<file path="config.mk">
export PLATFORM = sky130hd
export DESIGN_NAME = rtm_timer
export DESIGN_NICKNAME = d
export VERILOG_FILES = /design/src/rtm_timer_pkg.sv /design/src/rtm_timer.sv
export VERILOG_INCLUDE_DIRS = /design/src /design/src/src
export SDC_FILE = /design/constraint.sdc
export NUM_CORES = 1
export LEC_CHECK = 0
export CAP_MARGIN = 15
export CORE_ASPECT_RATIO = 0.7
export CORE_MARGIN = 2
export CORE_UTILIZATION = 39
export CTS_CLUSTER_SIZE = 25
export DETAILED_ROUTE_END_ITERATION = 7
export DONT_BUFFER_PORTS = 1
export GPL_TIMING_DRIVEN = 0
export HOLD_SLACK_MARGIN = 0.12
export SYNTH_ARGS = -nofsm -noshare
export SYNTH_HDL_FRONTEND = slang
export SYNTH_SLANG_ARGS = --single-unit
</file>
<file path="constraint.sdc">
create_clock -name sys_clk -period 5.6 [get_ports sys_clk]
set_clock_uncertainty 0.2 [all_clocks]
set_input_delay 0.56 -clock sys_clk [delete_from_list [all_inputs] [get_ports sys_clk]]
set_output_delay 0.56 -clock sys_clk [all_outputs]
set_load 0.01 [all_outputs]
</file>
<file path="src/rtm_timer_regs.svh">
// Purpose: constants for the reloadable timer
// Assumes: included by bare name
// Notes: mode codes are local choices
`ifndef RTM_TIMER_REGS_SVH
`define RTM_TIMER_REGS_SVH
`define RTM_CNT_W 16
`define RTM_PRE_W 8
`define RTM_DB_W 3
`define RTM_MODE_W 4
`define RTM_CNT_RESTART 16'h0001
`define RTM_CNT_ZERO 16'h0000
`define RTM_PRE_ONE 8'h01
`define RTM_PRE_ZERO 8'h00
`define RTM_DB_ZERO 3'h0
`define RTM_BYTE_ZERO 8'h00
`define RTM_MODE_ONESHOT 4'h0
`define RTM_MODE_CONT 4'h1
`define RTM_MODE_GATED 4'h6
`define RTM_MODE_CAPCMP 4'h7
`define RTM_MODE_CAPRST 4'h8
`define RTM_MODE_CMPCNT 4'h9
`define RTM_MODE_PWMDUAL 4'ha
`define RTM_CFG_W 2
`define RTM_CFG_EVENT_ONLY 2'h2
`define RTM_CFG_RELOAD_ONLY 2'h3
`endif
</file>
<file path="src/rtm_timer_pkg.sv">
// Purpose: types for the reloadable timer
// Assumes: rtm_timer_regs.svh holds the numbers
// Notes: whole module state lives in one struct
`include "rtm_timer_regs.svh"
package rtm_timer_pkg;
    typedef enum logic [1:0] {
        RTM_IDLE = 2'b00,
        RTM_ARMED = 2'b01,
        RTM_RUN = 2'b11
    } rtm_state_e;

    typedef struct packed {
        rtm_state_e st;
        logic in_s1;
        logic in_s2;
        logic in_prev;
        logic cmp_s1;
        logic cmp_s2;
        logic cmp_prev;
        logic en_prev;
        logic first_done;
        logic [`RTM_CNT_W-1:0] count;
        logic [`RTM_PRE_W-1:0] presc;
        logic [7:0] hold;
        logic out;
        logic comp;
        logic [`RTM_DB_W-1:0] db_cnt;
        logic db_out;
        logic db_comp;
        logic pin;
        logic pin_n;
        logic irq;
        logic cause;
        logic [`RTM_CNT_W-1:0] cap;
        logic [7:0] rdata;
        logic running;
    } rtm_state_s;
endpackage : rtm_timer_pkg

</file>
<file path="src/rtm_timer.sv">
// Purpose: 16-bit reloadable timer with prescaler and several modes
// Assumes: control bits are plain ports written by local software
// Notes: timer_in and comparator_out are synchronised before use
`timescale 1ns/1ps
`include "rtm_timer_regs.svh"

////////////////////////////////////////////////////////////////////////////////
// Functional notes
// - one-shot counts prescaled system clock only
// - continuous counts to reload, restarts at 0001H
// - output inverts on every reload
// - gated start count only first pass
// - gated polarity picks active level, edge
// - gated interrupts selectable deassert or reload
// - capture/compare first edge starts, no interrupt
// - later edges capture, interrupt, flag, restart
// - compare reached: interrupt, clear flag, restart
// - capture/compare interrupts selectable by config
// - high read latches low byte while enabled
// - low read when disabled gives live count
// - dual pwm polarity 0 output levels
// - dual pwm polarity 1 output levels
// - deadband delays asserting edge of outputs
// - capture restart edge chosen by polarity
// - comparator counter edges, output hold, toggle
// - pin follows polarity, changes not immediate
// - prescale divides by 1 to 128
module rtm_timer (
    input wire logic sys_clk, // 20 MHz system clock
    input wire logic reset, // synchronous, active high
    input wire logic enable, // timer enable from software
    input wire logic [`RTM_MODE_W-1:0] mode, // operating mode
    input wire logic [2:0] prescale, // divide by 2**prescale
    input wire logic output_polarity_bit, // polarity / edge select
    input wire logic [`RTM_CFG_W-1:0] interrupt_source_config, // irq source select
    input wire logic [`RTM_DB_W-1:0] deadband_delay_field, // dual pwm deadband
    input wire logic [`RTM_CNT_W-1:0] reload_value, // reload / compare value
    input wire logic [`RTM_CNT_W-1:0] pwm_value, // pwm match value
    input wire logic count_write, // pulse: load start count
    input wire logic [`RTM_CNT_W-1:0] count_write_data, // start count
    input wire logic read_count_high, // pulse: read count high byte
    input wire logic read_count_low, // pulse: read count low byte
    input wire logic output_alt_enable, // output alternate function on
    input wire logic timer_in, // timer input pin, async
    input wire logic comparator_out, // comparator output, async
    output logic timer_output_pin, // timer output
    output logic timer_output_comp, // timer output complement
    output logic timer_irq, // one-cycle interrupt pulse
    output logic capture_cause_flag, // set by a capture, cleared by a capture-mode reload
    output logic [`RTM_CNT_W-1:0] capture_value, // captured count
    output logic [7:0] read_data, // byte returned by a read
    output logic timer_running // counter is active
);

    rtm_timer_pkg::rtm_state_s cur;
    rtm_timer_pkg::rtm_state_s nxt;

    logic [`RTM_PRE_W-1:0] presc_max;
    logic tick;
    logic in_rise;
    logic in_fall;
    logic sel_edge;
    logic cmp_edge;
    logic at_reload;
    logic reload_ev;
    logic capture_ev;
    logic deassert_ev;
    logic en_rise;
    logic cfg_allow_ev;
    logic cfg_allow_rl;
    logic gate_active;

    ////////////////////////////////////////////////////////////////////////////
    // shared decodes from the registered state
    always_comb begin
        presc_max = (`RTM_PRE_ONE << prescale) - `RTM_PRE_ONE;
        tick = (cur.presc == presc_max);
        in_rise = cur.in_s2 & ~cur.in_prev;
        in_fall = ~cur.in_s2 & cur.in_prev;
        sel_edge = output_polarity_bit ? in_fall : in_rise;
        cmp_edge = output_polarity_bit ? (~cur.cmp_s2 & cur.cmp_prev)
                                       : (cur.cmp_s2 & ~cur.cmp_prev);
        at_reload = (cur.count == reload_value);
        en_rise = enable & ~cur.en_prev;
        gate_active = (cur.in_s2 != output_polarity_bit);
        cfg_allow_ev = (interrupt_source_config != `RTM_CFG_RELOAD_ONLY);
        cfg_allow_rl = (interrupt_source_config != `RTM_CFG_EVENT_ONLY);
    end

    ////////////////////////////////////////////////////////////////////////////
    // next-state logic
    always_comb begin
        nxt = cur;
        reload_ev = 1'b0;
        capture_ev = 1'b0;
        deassert_ev = 1'b0;
        nxt.in_s1 = timer_in;
        nxt.in_s2 = cur.in_s1;
        nxt.in_prev = cur.in_s2;
        nxt.cmp_s1 = comparator_out;
        nxt.cmp_s2 = cur.cmp_s1;
        nxt.cmp_prev = cur.cmp_s2;
        nxt.en_prev = enable;
        nxt.irq = 1'b0;

        if (count_write) begin
            nxt.count = count_write_data;
            nxt.first_done = 1'b0;
        end

        if (!enable) begin
            // self-stopped one-shot holds RTM_IDLE in the case default until software drops enable
            nxt.st = rtm_timer_pkg::RTM_IDLE;
            nxt.presc = `RTM_PRE_ZERO;
            nxt.db_cnt = `RTM_DB_ZERO;
            nxt.db_out = 1'b0;
            nxt.db_comp = 1'b0;
            nxt.out = output_polarity_bit;
            nxt.comp = ~output_polarity_bit;
        end else if (en_rise) begin
            // polarity is taken once here, later changes wait for enable to drop, or in dual pwm for a reload or match
            nxt.out = output_polarity_bit;
            nxt.comp = ~output_polarity_bit;
            nxt.presc = `RTM_PRE_ZERO;
            if (mode == `RTM_MODE_CAPCMP) begin
                nxt.st = rtm_timer_pkg::RTM_ARMED;
            end else begin
                nxt.st = rtm_timer_pkg::RTM_RUN;
            end
        end else begin
            case (cur.st)
                rtm_timer_pkg::RTM_ARMED: begin
                    if (sel_edge) begin
                        nxt.st = rtm_timer_pkg::RTM_RUN;
                    end
                end
                rtm_timer_pkg::RTM_RUN: begin
                    case (mode)
                        `RTM_MODE_GATED: begin
                            if (gate_active) begin
                                nxt.presc = tick ? `RTM_PRE_ZERO
                                                 : cur.presc + `RTM_PRE_ONE;
                                reload_ev = tick & at_reload;
                            end
                            deassert_ev = output_polarity_bit ? in_rise
                                                              : in_fall;
                        end
                        `RTM_MODE_CAPCMP, `RTM_MODE_CAPRST: begin
                            nxt.presc = tick ? `RTM_PRE_ZERO
                                             : cur.presc + `RTM_PRE_ONE;
                            capture_ev = sel_edge;
                            reload_ev = ~sel_edge & tick & at_reload;
                        end
                        `RTM_MODE_CMPCNT: begin
                            capture_ev = 1'b0;
                            reload_ev = cmp_edge & at_reload;
                        end
                        default: begin
                            // one-shot, continuous and pwm use the system clock
                            nxt.presc = tick ? `RTM_PRE_ZERO
                                             : cur.presc + `RTM_PRE_ONE;
                            reload_ev = tick & at_reload;
                        end
                    endcase

                    // counting
                    if (capture_ev) begin
                        nxt.cap = cur.count;
                        nxt.cause = 1'b1;
                        nxt.count = `RTM_CNT_RESTART;
                        nxt.irq = cfg_allow_ev;
                    end else if (reload_ev) begin
                        nxt.count = `RTM_CNT_RESTART;
                        nxt.first_done = 1'b1;
                        if (mode == `RTM_MODE_CAPCMP || mode == `RTM_MODE_CAPRST) begin
                            nxt.cause = 1'b0;
                        end
                        if (mode == `RTM_MODE_GATED || mode == `RTM_MODE_CAPCMP) begin
                            nxt.irq = cfg_allow_rl;
                        end else begin
                            nxt.irq = 1'b1;
                        end
                        if (mode == `RTM_MODE_ONESHOT) begin
                            nxt.st = rtm_timer_pkg::RTM_IDLE;
                        end
                    end else if (deassert_ev) begin
                        // gated: a deassertion resets the count to 0001H
                        nxt.count = `RTM_CNT_RESTART;
                        nxt.first_done = 1'b1;
                        nxt.irq = cfg_allow_ev;
                    end else if (mode == `RTM_MODE_CMPCNT) begin
                        if (cmp_edge) begin
                            nxt.count = cur.count + `RTM_CNT_RESTART;
                        end
                    end else if (mode == `RTM_MODE_GATED) begin
                        if (gate_active && tick) begin
                            nxt.count = cur.count + `RTM_CNT_RESTART;
                        end
                    end else if (tick) begin
                        nxt.count = cur.count + `RTM_CNT_RESTART;
                    end

                    // output levels
                    if (mode == `RTM_MODE_PWMDUAL) begin
                        if (reload_ev) begin
                            // deasserted edge at once, asserted edge after deadband
                            nxt.out = output_polarity_bit;
                            nxt.db_comp = 1'b1;
                            nxt.db_out = 1'b0;
                            nxt.db_cnt = deadband_delay_field;
                        end else if (tick && cur.count == pwm_value) begin
                            nxt.comp = output_polarity_bit;
                            nxt.db_out = 1'b1;
                            nxt.db_comp = 1'b0;
                            nxt.db_cnt = deadband_delay_field;
                        end else if (cur.db_cnt != `RTM_DB_ZERO) begin
                            nxt.db_cnt = cur.db_cnt - 3'h1;
                        end else begin
                            if (cur.db_out) begin
                                nxt.out = ~output_polarity_bit;
                                nxt.db_out = 1'b0;
                            end
                            if (cur.db_comp) begin
                                nxt.comp = ~output_polarity_bit;
                                nxt.db_comp = 1'b0;
                            end
                        end
                    end else if (reload_ev) begin
                        nxt.out = ~cur.out;
                    end
                end
                default: begin
                    nxt.st = cur.st;
                end
            endcase
        end

        // count reads never touch the counter itself
        if (read_count_high) begin
            nxt.rdata = cur.count[`RTM_CNT_W-1:`RTM_CNT_W/2];
            if (enable) begin
                nxt.hold = cur.count[`RTM_CNT_W/2-1:0];
            end
        end else if (read_count_low) begin
            nxt.rdata = enable ? cur.hold : cur.count[`RTM_CNT_W/2-1:0];
        end

        nxt.pin = output_alt_enable ? nxt.out : 1'b0;
        nxt.pin_n = output_alt_enable ? nxt.comp : 1'b0;
        nxt.running = (nxt.st == rtm_timer_pkg::RTM_RUN);
    end

    ////////////////////////////////////////////////////////////////////////////
    // state register
    always_ff @(posedge sys_clk) begin
        if (reset) begin
            cur <= '0;
        end else begin
            cur <= nxt;
        end
    end

    always_comb begin
        timer_output_pin = cur.pin;
        timer_output_comp = cur.pin_n;
        timer_irq = cur.irq;
        capture_cause_flag = cur.cause;
        capture_value = cur.cap;
        read_data = cur.rdata;
        timer_running = cur.running;
    end

endmodule : rtm_timer

</file>
# After elaboration in Yosys (flattened, before gate mapping)
# Cells that the tools add are included.
dict set report op_classes {
  div_mod_pow 0
  addsub 4
  n_bitwise 22
  n_eq_ne 16
  n_shift 1
  n_reduce_logical 21
  n_mux 71
  n_lt_le_gt_ge 0
  mul 0
}
# operator n
set ops {}
lappend ops {{16-bit 2-to-1 mux} 7}
lappend ops {{17-bit 2-to-1 mux} 4}
lappend ops {{8-bit 2-to-1 mux} 5}
lappend ops {{16-bit equality test} 2}
lappend ops {{2-bit 2-to-1 mux} 15}
lappend ops {{1-bit 2-to-1 mux} 29}
lappend ops {{25-bit 2-to-1 mux} 1}
lappend ops {{16-bit by 1-bit adder with 16-bit output, second input constant} 1}
lappend ops {{8-bit one-hot mux with 2 select lines} 1}
lappend ops {{7-bit 2-to-1 mux} 2}
lappend ops {{1-bit inverter} 13}
lappend ops {{4-bit equality test, second input constant} 3}
lappend ops {{6-bit 2-to-1 mux} 2}
lappend ops {{4-bit AND reduction} 3}
lappend ops {{5-bit 2-to-1 mux} 2}
lappend ops {{1-bit AND} 9}
lappend ops {{8-bit by 1-bit adder with 8-bit output, second input constant} 1}
lappend ops {{4-bit by 3-bit equality test with 1-bit output, second input constant} 2}
lappend ops {{8-bit equality test} 1}
lappend ops {{1-bit by 3-bit << shifter with 8-bit output, first input constant} 1}
lappend ops {{8-bit by 1-bit subtractor with 8-bit output, second input constant} 1}
lappend ops {{2-bit inequality test, second input constant} 3}
lappend ops {{2-bit nonzero test} 3}
lappend ops {{3-bit nonzero test} 2}
lappend ops {{other kinds (17)} 22}
dict set report totals {
  rom_bits 0
  out_inout_bits 29
  reg_bits 78
  latchBits 0
  ramBits 0
  inputBits 70
  elab_cells 159
  mem_count 0
}

# Depth between registers and ports, before layout
dict set report logic_depth {
  word_depth 16
  ltp_mapped 13
  depth_no_buf 11
}

# Worst setup path before layout
# Ideal clock, no wire load.
dict set report synth_path {
  path_kind {input -> register}
  start {input prescale[1]}
  end {register cur[58] (netlist bit)}
  n_path_buf 2
  path_slack_ns 2.190
  setup_time_ns 0.129
  stages 12
  arrival_time_ns 3.081
  t_required_ns 5.271
  cell_sequence {buf_4 > or3_2 > ha_1 > xnor2_1 > xnor2_1 > or4_4 > nor3_4 > a21o_2 > buf_4 > nor2_1 > a311oi_1 > o32ai_1}
}
dict set report synth_between {
  elab_chain_cells 14
  word_cells_on_any_way 22
  classes_between {add/sub (1); eq/ne (1); shift (1); mux (15); bitwise (3); reduce/logical (1)}
}
# element line_no
set synth_lines {}
lappend synth_lines {{from (decl)} rtm_timer.sv:33} ;# input wire logic [2:0] prescale,
lappend synth_lines {{1-bit by 3-bit << shifter with 8-bit output (no source line) *} n/a}
lappend synth_lines {{8-bit by 1-bit subtractor with 8-bit output (no source line) *} n/a}
lappend synth_lines {{8-bit equality test *} rtm_timer.sv:77} ;# tick = (cur.presc == presc_max);
lappend synth_lines {{1-bit AND (on tied branches)} {rtm_timer.sv:152, rtm_timer.sv:143, rtm_timer.sv:162}}
lappend synth_lines {{1-bit AND / 1-bit 2-to-1 mux (equally long branches)} {rtm_timer.sv:152, rtm_timer.sv:140}}
lappend synth_lines {{1-bit one-hot mux with 3 select lines} rtm_timer.sv:138} ;# case (mode)
lappend synth_lines {{1-bit 2-to-1 mux} rtm_timer.sv:131} ;# case (cur.st)
lappend synth_lines {{1-bit 2-to-1 mux} rtm_timer.sv:120} ;# end else if (en_rise) begin
lappend synth_lines {{1-bit 2-to-1 mux} rtm_timer.sv:111} ;# if (!enable) begin
lappend synth_lines {{17-bit 2-to-1 mux *} rtm_timer.sv:172} ;# end else if (reload_ev) begin
lappend synth_lines {{16-bit 2-to-1 mux *} rtm_timer.sv:167} ;# if (capture_ev) begin
lappend synth_lines {{25-bit 2-to-1 mux *} rtm_timer.sv:131}
lappend synth_lines {{17-bit 2-to-1 mux *} rtm_timer.sv:120}
lappend synth_lines {{17-bit 2-to-1 mux *} rtm_timer.sv:111}
lappend synth_lines {{to (signal assigned)} rtm_timer.sv:259} ;# cur <= nxt;
lappend synth_lines {{to (decl)} rtm_timer.sv:55} ;# rtm_timer_pkg::rtm_state_s cur;
# Mark *: on every way between the ends. The rest lies on a longest branch, timed or not. The select of a mux whose other input is x is not followed.
# A chain may end at the register's enable or synchronous reset.

# Worst setup path in the final report
dict set report layout_path {
  start {input prescale[1]}
  end {register cur (netlist bit timer_irq)}
}
dict set report layout_between {
  elab_chain_cells 11
  word_cells_on_any_way 13
  classes_between {add/sub (1); eq/ne (1); shift (1); mux (7); bitwise (3)}
}
# element line_no
set layout_lines {}
lappend layout_lines {{1-bit by 3-bit << shifter with 8-bit output (no source line) *} n/a}
lappend layout_lines {{8-bit by 1-bit subtractor with 8-bit output (no source line) *} n/a}
lappend layout_lines {{8-bit equality test *} rtm_timer.sv:77}
lappend layout_lines {{1-bit AND (on tied branches)} {rtm_timer.sv:152, rtm_timer.sv:143, rtm_timer.sv:162}}
lappend layout_lines {{1-bit AND / 1-bit 2-to-1 mux (equally long branches)} {rtm_timer.sv:152, rtm_timer.sv:140}}
lappend layout_lines {{1-bit one-hot mux with 3 select lines *} rtm_timer.sv:138}
lappend layout_lines {{1-bit 2-to-1 mux *} rtm_timer.sv:131}
lappend layout_lines {{1-bit 2-to-1 mux *} rtm_timer.sv:120}
lappend layout_lines {{1-bit 2-to-1 mux *} rtm_timer.sv:111}
lappend layout_lines {{1-bit 2-to-1 mux *} rtm_timer.sv:172}
lappend layout_lines {{2-bit 2-to-1 mux *} rtm_timer.sv:167}
# Marked as above.

==> flow_metrics.tcl <==
set metrics [dict create \
    status "completed" \
    syn_area_um2 4810 \
    cp_top_family "simple AND/OR/NAND/NOR gates" \
    clkTransAtPathRegs_ns 0.06 \
    worstSetupEndpointType "flip-flop" \
    drv_cap 0 \
    synth_edf_count 0 \
    initial_core_util_pct 40.6 \
    synthTopCellsByCount "77 x dfxtp_1, 69 x nor2_1, 44 x nand2_1" \
    critPathKind "primary input to flip-flop" \
    die_area_um2 13300 \
    fillers 1172 \
    ys_top_cells_by_area "dfxtp_1 32%, mux2i_1 7.5%, xnor2_1 7.1%" \
    wire_per_inst_um 17.8 \
    rsz0062_at_grt "no" \
    n_antenna_cell 0 \
    power.density_nw_per_um2 253 \
    layout_setup_ws_ns 2.17 \
    cts_root_buf "clkbuf_16" \
    crit_path_top_delay_cell "or3_2" \
    worstPathCellList "buf_4 > or3_2 > ha_1 > xnor2_1 > xnor2_1 > or4_4 > nor3_4 > a31o_2 > and2_1 > buf_6 > nor2_1 > nor4_1" \
    route.vias.total 4258 \
    ys_async_sr_fraction_pct 0 \
    ant_nets 0 \
    synthCells 586 \
    place_area_um2 5010 \
    rows 33 \
    place_congestion 0.885 \
    cts_hold_buf 0 \
    final_cell_area_um2 5320 \
    grt_pass1_vias 4003 \
    synth_fp_nets 661 \
    track_usage_pct 20.6 \
    setup_viol 0 \
    cts_tree "yes" \
    max_freq_mhz 292 \
    htree_levels 3 \
    fp.dieW_um 137 \
    wl_met3_um 995 \
    synthFlopType "dfxtp_1" \
    io_buffers 0 \
    grt_pass1_wl_um 21300 \
    peakVddDrop_mv 0.184 \
    synthAdderAreaFrac_pct 1.30 \
    arrival_ns 3.42 \
    period_minus_slack_ns 3.43 \
    cts_max_path_buffers 2 \
    yosysMostFrequentCell "dfxtp_1" \
    min_path_type "primary input to flip-flop" \
    ys_seq_elements 77 \
    place_ws_ns 1.92 \
    met1Wirelength_um 6660 \
    drt_iter0_markers 376 \
    maxSlewHeadroom_pct 35.3 \
    layout-drive-gt1-share_pct 13.0 \
    synth-simple-area-share_pct 23.1 \
    core_um2 11900 \
    path_common_cell "xnor2_1" \
    layout.nets 672 \
    fin_setup_tns_ns 0 \
    yosysSeqAreaShare_pct 32.0 \
    final_cells 759 \
    period_share_pct 61.2 \
    postCtsSetupBuffers 0 \
    vias_per_cell 5.61 \
    synth_compound_area_share_pct 16.9 \
    synth_xor_area_share_pct 8.74 \
    power_uw 1340 \
    clkSinkCount 77 \
    critPathBufInv 2 \
    post_cts_resized 0 \
    clkLatencyLatePin_ns 0.34 \
    max_slew.worst_pin.slew_ns 0.962 \
    synth_cell_types 72 \
    grt_start_max_net_pins 15 \
    cts_inserted_buffers 9 \
    antenna_found_initial 0 \
    io_pins 99 \
    firstDrtPassIters 5 \
    drt-total-wl_um 13500 \
    dpl.hpwl_um 10100 \
    cp_max_fo 10 \
    slew_viol_final 0 \
    grt.overflow.total 0 \
    required_ns 5.59 \
    multi_input_area_um2 2810 \
    syn_area_per_cell_um2 8.21 \
    p_leak_uw 0.00187 \
    yosys.area.top_type_share_pct 32.0 \
    die_h_um 96.9 \
    finalHoldViolations 0 \
    synth_mux_area_share_pct 8.43 \
    ys_warn_count 0 \
    dp.cells 743 \
    seq_area_um2 1540 \
    drc 0 \
    synth_top_cell_by_area "dfxtp_1" \
    cp_slowest_stage_delay_ns 0.49 \
    synth_top_family_by_area "simple AND/OR/NAND/NOR gates" \
    area_growth_pct 10.6 \
    wl_met2_um 5730 \
    cp-start-kind "primary input" \
    highest_layer "met4" \
]
## through the flow
stage | util, % | hold WS (ns)
final | 44.9 | 0.153
after global placement | 42.3 | 0.225
after detailed placement | 42.3 | 0.227
after floorplan | - | 0.214
after CTS | 44.9 | 0.146
after global routing | 44.9 | 0.158
## logic make-up after synthesis
logic type / Yosys count
multiplexers: 40
flip-flops: 77
XOR/XNOR: 48
AO/OA/AOI/OAI: 112
adder cells (fa/ha/maj): 5
AND/OR/NAND/NOR: 222
buffers and inverters: 82
## area by class of cell
class / instances / share of cell area (%)
Clock buffer: 10 / 4.49
Clock inverter: 6 / 1.36
Sequential cell: 77 / 29.0
Tap cell: 157 / 3.69
Buffer: 68 / 7.57
Multi-Input combinational cell: 427 / 52.9
Inverter: 14 / 0.988
## state kept, by name (all words and copies together), names as in the netlist
register,flops
read_data,8
timer_running,1
timer_output_comp,1
capture_value,16
timer_irq,1
cur,48
timer_output_pin,1
capture_cause_flag,1
## path summary, 6_finish.rpt
kind / from / to / slack [ns] / cells after the start
worst max-delay path: prescale[1] / timer_irq / 2.17 / 12
worst min-delay path: comparator_out / cur[72] / 0.15 / 1
worst max register to register: cur[63] / timer_irq / 2.41 / 8
worst min register to register: cur[72] / cur[71] / 0.24 / 1
## placed cells by master (no fill, tap or decap), types with 6 or more instances in the layout
cell,n
o21ai_0,17
nor2_1,69
dfxtp_1,77
xnor2_1,39
a211oi_1,11
nand4_1,15
nand3_1,30
inv_1,13
buf_4,30
clkbuf_1,29
clkbuf_16,9
and3_1,11
nand2_1,44
a21oi_1,29
xor2_1,9
mux2i_1,36
nor3_1,9
nor2b_1,10
o32ai_1,6
## power by group
part | leakage (uW) | internal, uW | switching [uW]
Combinational | 0.00110 | 70.1 | 102
Clock | 0.000149 | 360 | 239
Sequential | 0.000628 | 565 | 8.55
Total | 0.00187 | 995 | 349
## routing by layer
layer	vias up	track usage (%)
li1	2080	-
met1	2028	31.2
met2	138	28.2
met3	12	5.87
met4	0	5.05
met5	-	0
No activity file was read; power rests on OpenSTA's default activity.
